==> config.mk <==
export PLATFORM = sky130hd
export DESIGN_NAME = ipvc_ctrl
export DESIGN_NICKNAME = d
export VERILOG_FILES = /design/src/rtl/ipvc_pkg.sv /design/src/rtl/ipvc_ctrl.sv
export VERILOG_INCLUDE_DIRS = /design/src /design/src/rtl
export SDC_FILE = /design/constraint.sdc
export NUM_CORES = 1
export LEC_CHECK = 0
export ABC_AREA = 0
export BUFFER_PORTS_ARGS = -buffer_cell sky130_fd_sc_hd__buf_2
export CELL_PAD_IN_SITES_DETAIL_PLACEMENT = 0
export CELL_PAD_IN_SITES_GLOBAL_PLACEMENT = 2
export CORE_MARGIN = 10
export CORE_UTILIZATION = 33
export CTS_CLUSTER_DIAMETER = 100
export DETAILED_ROUTE_END_ITERATION = 16
export GPL_TIMING_DRIVEN = 1
export PLACE_DENSITY_LB_ADDON = 0.1
export SLEW_MARGIN = 0
export SYNTH_ARGS = -nofsm -noshare
export SYNTH_HDL_FRONTEND = slang
export SYNTH_SLANG_ARGS = --single-unit
export TNS_END_PERCENT = 10
==> constraint.sdc <==
create_clock -name CLK_I -period 12.1 [get_ports CLK_I]
set_input_delay 0.605 -clock CLK_I [delete_from_list [all_inputs] [get_ports CLK_I]]
set_output_delay 0.605 -clock CLK_I [all_outputs]
set_load 0.01 [all_outputs]
==> src/rtl/ipvc_params.svh <==
// Register indices, field positions, masks and reset values of the vector controller
`ifndef IPVC_PARAMS_SVH
`define IPVC_PARAMS_SVH

// ****************************************************************
// Register indices (byte address is four times the index)
// ****************************************************************
`define IPVC_IDX_TMR_CMP 4'h5
`define IPVC_IDX_PWM_ADC 4'h6
`define IPVC_IDX_VBASE 4'h7
`define IPVC_IDX_FAST_IRQ0_MATCH 4'h8
`define IPVC_IDX_FAST_IRQ0_ADDR_LOW 4'h9
`define IPVC_IDX_FAST_IRQ0_ADDR_HIGH 4'hA
`define IPVC_IDX_FIM1 4'hB
`define IPVC_IDX_FIVAL1 4'hC
`define IPVC_IDX_FIVAH1 4'hD

// ****************************************************************
// Writable masks and reset values
// ****************************************************************
`define IPVC_MASK_TMR_CMP 16'hFFFF
`define IPVC_MASK_PWM_ADC 16'h0FFF
`define IPVC_MASK_VBASE 16'h3FFF
`define IPVC_MASK_FIM 16'h003F
`define IPVC_MASK_FIVAL 16'hFFFF
`define IPVC_MASK_FIVAH 16'h001F
`define IPVC_RST_LEVELS 16'h0000
`define IPVC_RST_FIM 16'h0000
`define IPVC_RST_FIVA 16'h0000
`define IPVC_VBASE_RST_DEFAULT 14'h0000

// ****************************************************************
// Level codes
// ****************************************************************
`define IPVC_LVL_OFF 2'h0
`define IPVC_LVL_2 2'h3

// ****************************************************************
// Field least significant bits
// ****************************************************************
`define IPVC_LSB_PIT0 12
`define IPVC_LSB_CMPB 10
`define IPVC_LSB_CMPA 8
`define IPVC_LSB_T2C3 6
`define IPVC_LSB_T2C2 4
`define IPVC_LSB_T2C1 2
`define IPVC_LSB_T2C0 0
`define IPVC_LSB_PWMF 10
`define IPVC_LSB_PWMR 8
`define IPVC_LSB_ADZC 6
`define IPVC_LSB_ADBD 4
`define IPVC_LSB_ADAD 2
`define IPVC_LSB_PIT2 0

// ****************************************************************
// Request vector numbers, in request index order
// ****************************************************************
`define IPVC_VEC_FIRST 6'h10

`endif

==> src/rtl/ipvc_pkg.sv <==
// Types shared by the vector controller
package ipvc_pkg;
   localparam int NUM_REQ = 13;

   typedef struct packed {
      logic irq;
      logic fast;
      logic [1:0] level;
      logic [5:0] num;
      logic [20:0] addr;
   } ipvc_vec_s;

   typedef logic [15:0] ipvc_word_t;
endpackage : ipvc_pkg

==> src/rtl/ipvc_ctrl.sv <==
// Priority level registers, vector base and fast interrupt vectoring with APB access
//
// The APB interface to the registers was decided locally.
`timescale 1ns/100ps
`include "ipvc_params.svh"

module ipvc_ctrl
   import ipvc_pkg::*;
#(
   parameter logic [13:0] VBASE_RESET = `IPVC_VBASE_RST_DEFAULT,
   parameter int ADDR_W = 8
) (
   input wire logic CLK_I,
   input wire logic RST_N_I,
   input wire logic PSEL_I,
   input wire logic PENABLE_I,
   input wire logic PWRITE_I,
   input wire logic [ADDR_W-1:0] PADDR_I,
   input wire logic [31:0] PWDATA_I,
   output logic [31:0] PRDATA_O,
   output logic PREADY_O,
   output logic PSLVERR_O,
   input wire logic [NUM_REQ-1:0] REQ_I,
   output logic IRQ_O,
   output logic FAST_O,
   output logic [1:0] LEVEL_O,
   output logic [5:0] VEC_NUM_O,
   output logic [20:0] VECTOR_ADDR_O
);

   // ****************************************************************
   // Register storage
   // ****************************************************************
   ipvc_word_t tmr_cmp_reg;
   ipvc_word_t pwm_adc_reg;
   logic [13:0] vbase_reg;
   logic [5:0] fim_reg [2];
   ipvc_word_t fival_reg [2];
   logic [4:0] fivah_reg [2];
   logic [31:0] prdata_reg;
   ipvc_vec_s out_reg;

   // ****************************************************************
   // APB decode
   // ****************************************************************
   wire logic [ADDR_W-3:0] word_idx = PADDR_I[ADDR_W-1:2];
   wire logic aligned = (PADDR_I[1:0] == 2'h0);
   wire logic hit_tmr = aligned && (word_idx == (ADDR_W-2)'(`IPVC_IDX_TMR_CMP));
   wire logic hit_pwm = aligned && (word_idx == (ADDR_W-2)'(`IPVC_IDX_PWM_ADC));
   wire logic hit_vba = aligned && (word_idx == (ADDR_W-2)'(`IPVC_IDX_VBASE));
   wire logic hit_fast_irq0_match = aligned && (word_idx == (ADDR_W-2)'(`IPVC_IDX_FAST_IRQ0_MATCH));
   wire logic hit_fvl0 = aligned && (word_idx == (ADDR_W-2)'(`IPVC_IDX_FAST_IRQ0_ADDR_LOW));
   wire logic hit_fvh0 = aligned && (word_idx == (ADDR_W-2)'(`IPVC_IDX_FAST_IRQ0_ADDR_HIGH));
   wire logic hit_fim1 = aligned && (word_idx == (ADDR_W-2)'(`IPVC_IDX_FIM1));
   wire logic hit_fvl1 = aligned && (word_idx == (ADDR_W-2)'(`IPVC_IDX_FIVAL1));
   wire logic hit_fvh1 = aligned && (word_idx == (ADDR_W-2)'(`IPVC_IDX_FIVAH1));
   wire logic hit_any = hit_tmr | hit_pwm | hit_vba | hit_fast_irq0_match | hit_fvl0 | hit_fvh0
                        | hit_fim1 | hit_fvl1 | hit_fvh1;
   wire logic setup = PSEL_I && !PENABLE_I;
   wire logic access = PSEL_I && PENABLE_I;
   wire logic wr = access && PWRITE_I && hit_any;
   wire ipvc_word_t wdata = PWDATA_I[15:0];

   // Zero wait states: read data is captured in the setup cycle
   assign PREADY_O = 1'b1;
   // Unmapped or misaligned words answer with an error and change nothing
   assign PSLVERR_O = access && !hit_any;

   wire ipvc_word_t rd_word =
      hit_tmr  ? (tmr_cmp_reg & `IPVC_MASK_TMR_CMP) :
      hit_pwm  ? (pwm_adc_reg & `IPVC_MASK_PWM_ADC) :
      hit_vba  ? {2'h0, vbase_reg} :
      hit_fast_irq0_match ? {10'h000, fim_reg[0]} :
      hit_fvl0 ? fival_reg[0] :
      hit_fvh0 ? {11'h000, fivah_reg[0]} :
      hit_fim1 ? {10'h000, fim_reg[1]} :
      hit_fvl1 ? fival_reg[1] :
      hit_fvh1 ? {11'h000, fivah_reg[1]} : 16'h0000;

   wire logic [31:0] prdata_next = setup ? {16'h0000, rd_word} : prdata_reg;
   assign PRDATA_O = prdata_reg;

   // ****************************************************************
   // Register writes
   // ****************************************************************
   // priority fields come out of reset disabled
   // vector base reset value follows the variant parameter
   // written at the access edge, used by arbitration next cycle
   always_ff @(posedge CLK_I or negedge RST_N_I) begin
      if (!RST_N_I) begin
         tmr_cmp_reg <= `IPVC_RST_LEVELS;
         pwm_adc_reg <= `IPVC_RST_LEVELS;
         vbase_reg <= VBASE_RESET;
         prdata_reg <= 32'h0000_0000;
      end else begin
         prdata_reg <= prdata_next;
         if (wr && hit_tmr) begin
            tmr_cmp_reg <= wdata & `IPVC_MASK_TMR_CMP;
         end
         if (wr && hit_pwm) begin
            pwm_adc_reg <= wdata & `IPVC_MASK_PWM_ADC;
         end
         if (wr && hit_vba) begin
            vbase_reg <= wdata[13:0];
         end
      end
   end

   wire logic [1:0] wr_fim = {wr && hit_fim1, wr && hit_fast_irq0_match};
   wire logic [1:0] wr_fvl = {wr && hit_fvl1, wr && hit_fvl0};
   wire logic [1:0] wr_fvh = {wr && hit_fvh1, wr && hit_fvh0};

   always_ff @(posedge CLK_I or negedge RST_N_I) begin
      if (!RST_N_I) begin
         for (int k = 0; k < 2; k++) begin
            fim_reg[k] <= 6'h00;
            fival_reg[k] <= `IPVC_RST_FIVA;
            fivah_reg[k] <= 5'h00;
         end
      end else begin
         for (int k = 0; k < 2; k++) begin
            if (wr_fim[k]) begin
               fim_reg[k] <= wdata[5:0];
            end
            // 16-bit low and 5-bit high halves
            if (wr_fvl[k]) begin
               fival_reg[k] <= wdata;
            end
            if (wr_fvh[k]) begin
               fivah_reg[k] <= wdata[4:0];
            end
         end
      end
   end

   // ****************************************************************
   // Level fields, one per request, in request index order
   // ****************************************************************
   // second timer channels 0..3
   wire logic [1:0] timer2_ch0_level = tmr_cmp_reg[`IPVC_LSB_T2C0 +: 2];
   wire logic [1:0] timer2_ch1_level = tmr_cmp_reg[`IPVC_LSB_T2C1 +: 2];
   wire logic [1:0] timer2_ch2_level = tmr_cmp_reg[`IPVC_LSB_T2C2 +: 2];
   wire logic [1:0] timer2_ch3_level = tmr_cmp_reg[`IPVC_LSB_T2C3 +: 2];
   wire logic [1:0] comparator_a_level = tmr_cmp_reg[`IPVC_LSB_CMPA +: 2];
   wire logic [1:0] comparator_b_level = tmr_cmp_reg[`IPVC_LSB_CMPB +: 2];
   wire logic [1:0] interval_timer0_level = tmr_cmp_reg[`IPVC_LSB_PIT0 +: 2];
   wire logic [1:0] interval_timer2_level = pwm_adc_reg[`IPVC_LSB_PIT2 +: 2];
   wire logic [1:0] adc_a_done_level = pwm_adc_reg[`IPVC_LSB_ADAD +: 2];
   wire logic [1:0] adc_b_done_level = pwm_adc_reg[`IPVC_LSB_ADBD +: 2];
   wire logic [1:0] adc_zero_cross_level = pwm_adc_reg[`IPVC_LSB_ADZC +: 2];
   wire logic [1:0] pwm_reload_level = pwm_adc_reg[`IPVC_LSB_PWMR +: 2];
   wire logic [1:0] pwm_fault_level = pwm_adc_reg[`IPVC_LSB_PWMF +: 2];

   wire logic [2*NUM_REQ-1:0] levels = {
      pwm_fault_level, pwm_reload_level, adc_zero_cross_level, adc_b_done_level,
      adc_a_done_level, interval_timer2_level, interval_timer0_level,
      comparator_b_level, comparator_a_level, timer2_ch3_level, timer2_ch2_level,
      timer2_ch1_level, timer2_ch0_level};

   // Vector numbers rise with request index
   function automatic logic [5:0] vec_of(input int idx);
      return `IPVC_VEC_FIRST + 6'(idx);
   endfunction : vec_of

   // ****************************************************************
   // Arbitration
   // ****************************************************************
   logic [1:0] best_lvl;
   logic [5:0] best_num;
   logic [1:0] fast_hit;
   logic [1:0] lvl_i;

   // the code order is the level order, 00 never takes part
   // highest level, lower vector number on a tie
   always_comb begin
      best_lvl = `IPVC_LVL_OFF;
      best_num = 6'h00;
      fast_hit = 2'h0;
      lvl_i = `IPVC_LVL_OFF;
      for (int i = 0; i < NUM_REQ; i++) begin
         lvl_i = levels[2*i +: 2];
         if (REQ_I[i] && (lvl_i != `IPVC_LVL_OFF)) begin
            if ((lvl_i > best_lvl) || ((lvl_i == best_lvl) && (vec_of(i) < best_num))) begin
               best_lvl = lvl_i;
               best_num = vec_of(i);
            end
            // only a level 2 request is eligible for fast vectoring
            for (int k = 0; k < 2; k++) begin
               if ((lvl_i == `IPVC_LVL_2) && (fim_reg[k] == vec_of(i))) begin
                  fast_hit[k] = 1'b1;
               end
            end
         end
      end
   end

   wire logic sel_f = fast_hit[0] ? 1'b0 : 1'b1;
   wire logic take_fast = |fast_hit;
   wire logic [20:0] fast_addr = {fivah_reg[sel_f], fival_reg[sel_f]};
   // base on top, then the 6-bit winning vector number and a zero bit in the low 7 bits
   wire logic [20:0] table_addr = {vbase_reg, best_num, 1'b0};

   ipvc_vec_s out_next;
   always_comb begin
      out_next.irq = (best_lvl != `IPVC_LVL_OFF);
      out_next.fast = take_fast;
      out_next.level = best_lvl;
      // a fast request overrides the table winner
      out_next.num = take_fast ? fim_reg[sel_f] : best_num;
      out_next.addr = take_fast ? fast_addr : table_addr;
   end

   always_ff @(posedge CLK_I or negedge RST_N_I) begin
      if (!RST_N_I) begin
         out_reg <= '0;
      end else begin
         out_reg <= out_next;
      end
   end

   assign IRQ_O = out_reg.irq;
   assign FAST_O = out_reg.fast;
   assign LEVEL_O = out_reg.level;
   assign VEC_NUM_O = out_reg.num;
   assign VECTOR_ADDR_O = out_reg.addr;

endmodule : ipvc_ctrl

# Yosys cells after proc, flatten, opt, wreduce, memory -nomap -nowiden
# Index checks and enable logic that the tools add are counted.
[word_totals] out_inout_bits=65 input_bits=58 ff_bits=143
[classes] magnitude_cmp=26 n_reduce_logical=104 eq_ne=60 mux=112 bitwise=9
[ops] cell="$mux W16" count=11
[ops] cell="$mux W6" count=28
[ops] cell="$eq A6 B5 Y1 const B" count=26
[ops] cell="$mux W2" count=39
[ops] cell="$logic_and A1 B1 Y1" count=74
[ops] cell="$lt A5 B6 Y1 const A" count=12
[ops] cell="$eq A6 B4 Y1 const B" count=6
[ops] cell="$mux W5" count=6
[ops] cell="$reduce_bool A2 Y1" count=14
[ops] cell="$mux W1" count=27
[ops] cell="$eq A2 B2 Y1 const B" count=13
[ops] cell="$eq A2 B2 Y1" count=12
[ops] cell="$gt A2 B2 Y1" count=12
[ops] cell="$mux W21" count=1
[ops] cell="$eq A6 B3 Y1 const B" count=3
[ops] cell="$logic_or A1 B1 Y1" count=12
[ops] cell="$or A1 B1 Y1" count=8
[ops] cell="$ge A2 B2 Y1 const B" count=1
[ops] cell="$gt A2 B1 Y1 const B" count=1
[ops] cell="$logic_not A1 Y1" count=2
[ops] cell="$logic_not A2 Y1" count=1
[ops] cell="$not A1 Y2" count=1
[ops] cell="$reduce_or A2 Y1" count=1

# Depth between registers and ports, before layout
# Gate-level depths: netlist (run 1).
[depth] word_depth=64 ltp_mapped=65

# Worst setup path after synthesis (run 1)
# No wires, ideal clock.
[synth_path] path_type="input-to-reg" start="in REQ_I[0]" end="reg out_reg, in the netlist IRQ_O" arrival_time_ps=11906 required_time_ps=11971 path_stages=59 slack_ps=65 path_buffers=0 path_cell_list="nand2_1 > ha_1 > nand2b_1 > and4_1 > or2_2 > ha_1 > nand2b_1 > and3_1 > o21a_1 > ha_1 > inv_1 > o221ai_1 > o311ai_0 > nand2_1 > ha_1 > o21bai_1 > and3_1 > o21a_1 > [23 not listed] > mux2_2 > o21ai_0 > ha_1 > nor2b_1 > o211ai_1 > mux2_2 > ha_1 > nand2_1 > o211ai_1 > nor2_1 > mux2_2 > ha_1 > nor2b_1 > o211ai_1 > inv_1 > nor4_1 > a311o_1 > o22ai_1"
[synth_rtl] element="from (decl)" line_no="ipvc_ctrl.sv:23" source="input wire logic [NUM_REQ-1:0] REQ_I,"
[synth_rtl] element="to (signal assigned)" line_no="ipvc_ctrl.sv:217" source="out_reg <= out_next;"
[synth_rtl] element="to (decl)" line_no="ipvc_ctrl.sv:41" source="ipvc_vec_s out_reg;"

==> reports/qor.txt, run 1 <==
Critical Path Start: tmr_cmp_reg[1]$_DFFE_PN0P_
CP most frequent cell: ha_4
fmax: 85.43 MHz
pwr dens: 112.7 mW/mm^2
DRC: 0
FF+latch count, synth: 143
Mapped Area: 0.008109 sq mm
EDFF count, synth: 0
clock skew: 0.009832 ns
CP endpoint: IRQ_O$_DFF_PN0_
R2R setup slack: 0.39 ns
CP arrival: 12.05 ns
cell count of the worst reg-to-reg path: 62
layout cells sized above 1: 37.34%
Cell Count Post-Placement: 1,238
Syn Area/Cell: 10.15 sq um
max FFs per register: 32
Synth Instances: 799
Area Overhead vs Synth: 27.74%
vias in the first global route: 7,036
H-tree Lvls: 4
endpoint class of the critical path: flop
Vias/cell: 5.311
Final ANT Viol Nets: 0
GP Congestion: 0.8774
drt wl/cell: 22.17 um
Detailed Routing Iterations Pass 1: 5
Most used DFF post-synth: dfrtp_1
nature of the critical path startpoint: flop
Final Util: 42.72%
DPL Wire Length: 21,120 um
final wirelength: 28,550 um
Die Y: 176.8 um
Global Route Usage Sum: 18.13%
chip width: 176.8 um
initial DRC count: 431
final instance area: 0.01036 sq mm
Synth top area share: 44.13%
Area after DPL: 0.009206 sq mm
Crit path largest cell delay: 0.39 ns
Final min period: 11.71 ns
IO Pins: 123
Core Region: 0.02425 sq mm
largest area contributor in the netlist: dfrtp_1
post-synthesis sequential area ratio: 44.13%
Cell variety after synth: 65
Starting Density: 33.44%
Max Cap Viol: 0
Post-synth ARST share: 100.0%
Rel. slew slack: 32.52%
Pleak: 4.873 nW
synth top area cells: dfrtp_1, mux2_2, ha_1
Clk pin slew, worst setup/hold paths: 0.06 ns
Cell Count, Final, Fillers Out: 1,288
VDD IR-drop max: 0.07598 mV
Final nets: 1,040
Diodes inserted: 0
Tot Pwr: 0.001167 W
final setup TNS: 0 ns
clk sinks: 143
worst endpoint required time: 12.45 ns
capturing point of the worst reg2reg path: IRQ_O$_DFF_PN0_
largest net degree at the start of global routing: 74
clk_lat worst skew: 0.43 ns
initial antenna violation count: 0
HP Class: input port to asynchronous set/reset pin
critical path class: flop to flop
# rows: 57
die footprint: 0.03124 sq mm
RSZ-0062 raised after global routing: true
clock tree buffer depth: 2
slew at the pin closest to its max-slew limit: 1.012 ns
status: finished, final reports clean
largest fanout on the critical path: 5
first-pass GRT wire length: 43,200 um
final setup violating endpoints: 0
vias: 6,840
Syn. warnings: 0
crit share post-route: 96.74%
Crit-path slowest cell: dfrtp_1
Hold Vio Cnt, Final: 0
most frequent cell after synthesis: dfrtp_1
CTS Buf Count: 17
Critical R2R Launch: tmr_cmp_reg[1]$_DFFE_PN0P_
GR Overflow Total: 0
Hold Buf Count CTS: 0
Slew Viols, Final: 0
Post-synth top cells: dfrtp_1, mux2_2, nand2_1
Buffers on Ports: 89
CTS tree: yes
Root Driver: clkbuf_16
[area by class of cell]
class                      count  area [sq um]
inverter                      34         127.6
sequential                   143          3578
clock buffer                  19         452.9
multi-input combinational    585          4609
fill                        2422         13890
timing repair buffer         171          1075
tap                          324         405.4
clock inverter                12         110.1
[critical path, delay by kind of cell, from the launching register on]
kind                       cells  cell delay (ns)
AOI/OAI and AO/OA             24             4.04
adders and majority gates     12             3.06
buffers and inverters          6             0.74
DFF                            1             0.39
muxes                          3             0.96
and+or+nand+nor               17             2.41
[metal layers]
metal  up-vias  track usage (%)  part of all wire, %
met5         -                0                    0
met4         0            4.799                  2.0
met3        31            3.776                  5.0
met2       195            28.98                   47
met1      3392            24.40                   46
li1       3222                -                    -
[logic make-up after synthesis]
group,synth area share (%)
other cells,0.09261
simple gates,12.47
flops,44.13
mux,15.55
fa+ha+maj,4.629
buf+inv,5.416
compound gates,17.71
[placed cells by master (no fill, tap or decap), types with 6 or more instances in the layout]
cell / count
ha_4: 10
o21a_1: 8
a21oi_1: 34
a31oi_1: 7
nand3_1: 18
nand2_1: 67
mux2_2: 78
nand4_1: 9
a22oi_1: 7
a221oi_1: 14
clkbuf_16: 17
o211ai_1: 12
nor2b_1: 7
nor2_1: 50
conb_1: 18
inv_1: 30
mux2i_1: 26
nand2b_1: 9
o22ai_1: 6
nor2_2: 6
ha_1: 20
buf_4: 80
buf_2: 88
o21ai_0: 62
dfrtp_1: 143
[what timing repair did]
| action | 4_1_cts | 5_1_grt |
|---|---|---|
| setup buffers | 3 | 16 |
| endpoints found under the setup margin | 13 | 13 |
| pin swaps | 9 | 50 |
| gates resized for setup | 11 | 71 |
[through the flow]
| stage | hold slack, ns | worst slack [ns] |
|---|---|---|
| 3_3_place_gp | 0.4604 | -0.3296 |
| 4_1_cts | 0.2102 | 0.001051 |
| 2_1_floorplan | 0.3094 | 0.06466 |
| 3_5_place_dp | 0.4695 | -0.7887 |
| 6_report | 0.1943 | 0.3946 |
| 5_1_grt | 0.2469 | -0.1745 |
[report_power, final]
part | internal [W] | total [W] | switching [W]
registers | 0.000489 | 0.000492 | 0.00000347
clock network | 0.000294 | 0.000512 | 0.000218
logic | 0.0000700 | 0.000163 | 0.0000930
total | 0.000852 | 0.00117 | 0.000315
[how the worst min path moves through the flow]
stage                     slack [ns]  cells past startpoint                     from                          to
final                           0.19                      1                  RST_N_I  tmr_cmp_reg[9]$_DFFE_PN0P_
after global placement          0.46                      2  PRDATA_O[1]$_DFFE_PN0P_     PRDATA_O[1]$_DFFE_PN0P_
after global routing            0.25                      1                  RST_N_I  tmr_cmp_reg[9]$_DFFE_PN0P_
after detailed placement        0.47                      2  PRDATA_O[9]$_DFFE_PN0P_     PRDATA_O[9]$_DFFE_PN0P_
after floorplan                 0.31                      0                  RST_N_I            FAST_O$_DFF_PN0_
after CTS                       0.21                      1                  RST_N_I  tmr_cmp_reg[9]$_DFFE_PN0P_
Note: power is estimated with default switching activity, not from simulation.
==> inputs of run 2 (changes only) <==
--- a/config.mk
+++ b/config.mk
@@ -16,6 +16,7 @@
 export DETAILED_ROUTE_END_ITERATION = 16
 export GPL_TIMING_DRIVEN = 1
 export PLACE_DENSITY_LB_ADDON = 0.1
+export SETUP_SLACK_MARGIN = 0.02
 export SLEW_MARGIN = 0
 export SYNTH_ARGS = -nofsm -noshare
 export SYNTH_HDL_FRONTEND = slang
==> constraint.sdc (replaced) <==
create_clock -name CLK_I -period 10.5 [get_ports CLK_I]
set_input_delay 0.525 -clock CLK_I [delete_from_list [all_inputs] [get_ports CLK_I]]
set_output_delay 0.525 -clock CLK_I [all_outputs]
set_load 0.01 [all_outputs]
==> run 2 against run 1 <==
  * The run now ends with setup timing left
  * Non-clock buffer count grew 18
  * Die area did not move
  * Largest power group unchanged
  * Highest routed layer unchanged
  * Wire length rose by 4.1%
  * Global-route usage increased by 0.76 points
  * Total power up 17%
  * Utilization increased by 0.76 points
  * Flip-flop and latch count unchanged
  * Clock power up 17%
  * Clock skew is 0.0031 ns higher
==> reports/qor.txt, run 2 (synthesis gave the netlist of run 1 again) <==
Clk pwr share: 43.9% (about the same)
final setup violating endpoints: 13 (+13)
capturing point of the worst reg2reg path: IRQ_O$_DFF_PN0_
crit share post-route: 108.4% (+12 points)
die footprint: 0.03124 sq mm (unchanged)
worst hold slack: 0.1833 ns (-0.01097 ns)
Seq pwr share: 41.5% (-0.7 points)
Crit-path slowest cell: dfrtp_1
chip width: 176.8 um (unchanged)
Pleak: 4.942 nW (+1.4%)
Die Y: 176.8 um (unchanged)
CP most frequent cell: ha_4
Hold Vio Cnt, Final: 0 (unchanged)
clock skew: 0.01290 ns (+0.003063 ns)
Final min period: 11.38 ns (-0.3230 ns)
status: finished, violations left
critical path class: flop to flop
sw frac: 26.70% (-0.27 points)
clock tree buffer depth: 2 (unchanged)
nature of the critical path startpoint: flop
Final ANT Viol Nets: 0 (unchanged)
largest net degree at the start of global routing: 88 (+19%)
largest fanout on the critical path: 6 (+1)
Root Driver: clkbuf_16
max FFs per register: 32 (unchanged)
fmax: 87.85 MHz (+2.8%)
R2R setup slack: -0.88 ns (-1.28 ns)
failing checks: setup timing
Critical Path Start: tmr_cmp_reg[1]$_DFFE_PN0P_
CTS tree: yes
CP endpoint: IRQ_O$_DFF_PN0_
Max Cap Viol: 0 (unchanged)
Critical R2R Launch: tmr_cmp_reg[1]$_DFFE_PN0P_
post-route setup slack: -0.8824 ns (-1.277 ns)
Final nets: 1,058 (+1.7%)
# rows: 57 (unchanged)
CP arrival: 11.72 ns (-0.33 ns)
initial DRC count: 485 (+13%)
Detailed Routing Iterations Pass 1: 5 (unchanged)
vias in the first global route: 7,179 (+2.0%)
pwr dens: 129.8 mW/mm^2 (+15%)
Rel. slew slack: 31.43% (-1.1 points)
Core Region: 0.02425 sq mm (unchanged)
Clk pin slew, worst setup/hold paths: 0.07 ns (about the same)
H-tree Lvls: 4 (unchanged)
DPL Wire Length: 22,010 um (+4.2%)
Comb pwr share: 14.6% (+0.6 points)
drt wl/cell: 22.73 um (+2.5%)
RSZ-0062 raised after global routing: true
cell count of the worst reg-to-reg path: 60 (-3.2%)
worst endpoint required time: 10.84 ns (-1.61 ns)
Cell Count Post-Placement: 1,249 (+0.89%)
final setup TNS: -10.34 ns (-10.34 ns)
Global Route Usage Sum: 18.89% (+0.76 points)
HP Class: input port to asynchronous set/reset pin
vias: 6,980 (+2.0%)
Buffers on Ports: 89 (unchanged)
Tot Pwr: 0.001368 W (+17%)
DRC: 0 (unchanged)
endpoint class of the critical path: flop
Cell Count, Final, Fillers Out: 1,307 (+1.5%)
IO Pins: 123 (unchanged)
Sw Pwr: 0.0003653 W (+16%)
GR Overflow Total: 0 (unchanged)
Vias/cell: 5.340 (+0.56%)
Area Overhead vs Synth: 30.01%
Diodes inserted: 0 (unchanged)
slew at the pin closest to its max-slew limit: 1.029 ns (+0.01635 ns)
clk_lat worst skew: 0.43 ns (about the same)
Slew Viols, Final: 0 (unchanged)
final wirelength: 29,710 um (+4.1%)
GP Congestion: 0.8883 (+1.2%)
initial antenna violation count: 0 (unchanged)
CTS Buf Count: 17 (unchanged)
first-pass GRT wire length: 44,840 um (+3.8%)
most frequent cells in the layout: dfrtp_1, buf_4, buf_2
most common cell after layout, fill and taps aside: dfrtp_1
layout cells sized above 1: 39.17% (+1.8 points)
total internal power: 0.001003 W (+18%)
VDD IR-drop max: 0.08899 mV (+17%)
clk sinks: 143 (unchanged)
Starting Density: 33.44% (unchanged)
Crit path largest cell delay: 0.44 ns (+0.05 ns)
run 2: cell count changes in the layout (fill, tap and decap cells not counted), moves of 2 or more:
cell,delta
inv_2,+4
clkbuf_1,+3
nor2_1,-2
inv_1,-4
buf_6,-2
buf_4,+20
ha_1,-3
ha_4,+2
clkbuf_8,-2
o21ai_1,-2
run 2: worst min-delay path by stage:
| stage | startpoint | endpoint | slack [ns] |
|---|---|---|---|
| floorplan | RST_N_I | FAST_O$_DFF_PN0_ | 0.23 |
| global placement | PRDATA_O[1]$_DFFE_PN0P_ | PRDATA_O[1]$_DFFE_PN0P_ | 0.46 |
| global route | RST_N_I | LEVEL_O[0]$_DFF_PN0_ | 0.24 |
| CTS | RST_N_I | LEVEL_O[0]$_DFF_PN0_ | 0.20 |
| finish | RST_N_I | LEVEL_O[0]$_DFF_PN0_ | 0.18 |
| detailed placement | PRDATA_O[6]$_DFFE_PN0P_ | PRDATA_O[6]$_DFFE_PN0P_ | 0.47 |
run 2: timing repair:
item,CTS,global route
buffers inserted,14,12
setup endpoints to repair,13,13
gates resized for setup,17,37
pin swaps,32,39
endpoints found under the hold margin,0,0
hold buffers,0,0
run 2: metrics by stage:
step	cell area, sq um	util (%)	worst slack (ns)
final	10540	43.48	-0.8824
after CTS	10240	42.24	-0.9446
after detailed placement	9475	39.08	-1.500
after global routing	10540	43.48	-1.452
after floorplan	8349	-	-0.7118
after global placement	9475	39.08	-1.193
run 2: layout make-up:
type,instances,area [sq um]
clock buffer,20,436.7
tap,324,405.4
clock inverter,12,136.4
inverter,34,127.6
timing repair buffer,189,1202
fill,2432,13710
sequential,143,3578
multi-input combinational,585,4656
run 2: routing by layer:
layer	part of all wire [%]	up-vias	wire, um	global-route usage (%)
li1	-	3242	-	-
met1	47	3553	13820	25.60
met2	47	165	14080	30.10
met3	4.8	20	1423	3.691
met4	1.3	0	393	5.114
met5	0	-	0	0
run 2: power by group through the flow:
stage          Clock, W  Combinational, W  Sequential (W)
2_1_floorplan         0         0.0000748        0.000583
3_3_place_gp          0          0.000167        0.000578
3_5_place_dp          0          0.000168        0.000578
4_1_cts        0.000614          0.000182        0.000568
5_1_grt        0.000638          0.000218        0.000569
6_report       0.000601          0.000199        0.000568
run 2: critical path: cells and delay by family (launching register included):
family                     cells  cell delay (ns)
AOI/OAI and AO/OA             23             3.98
adders and majority gates     12             3.09
and+or+nand+nor               18             2.45
muxes                          3             0.93
DFF                            1             0.44
buffers and inverters          4             0.36
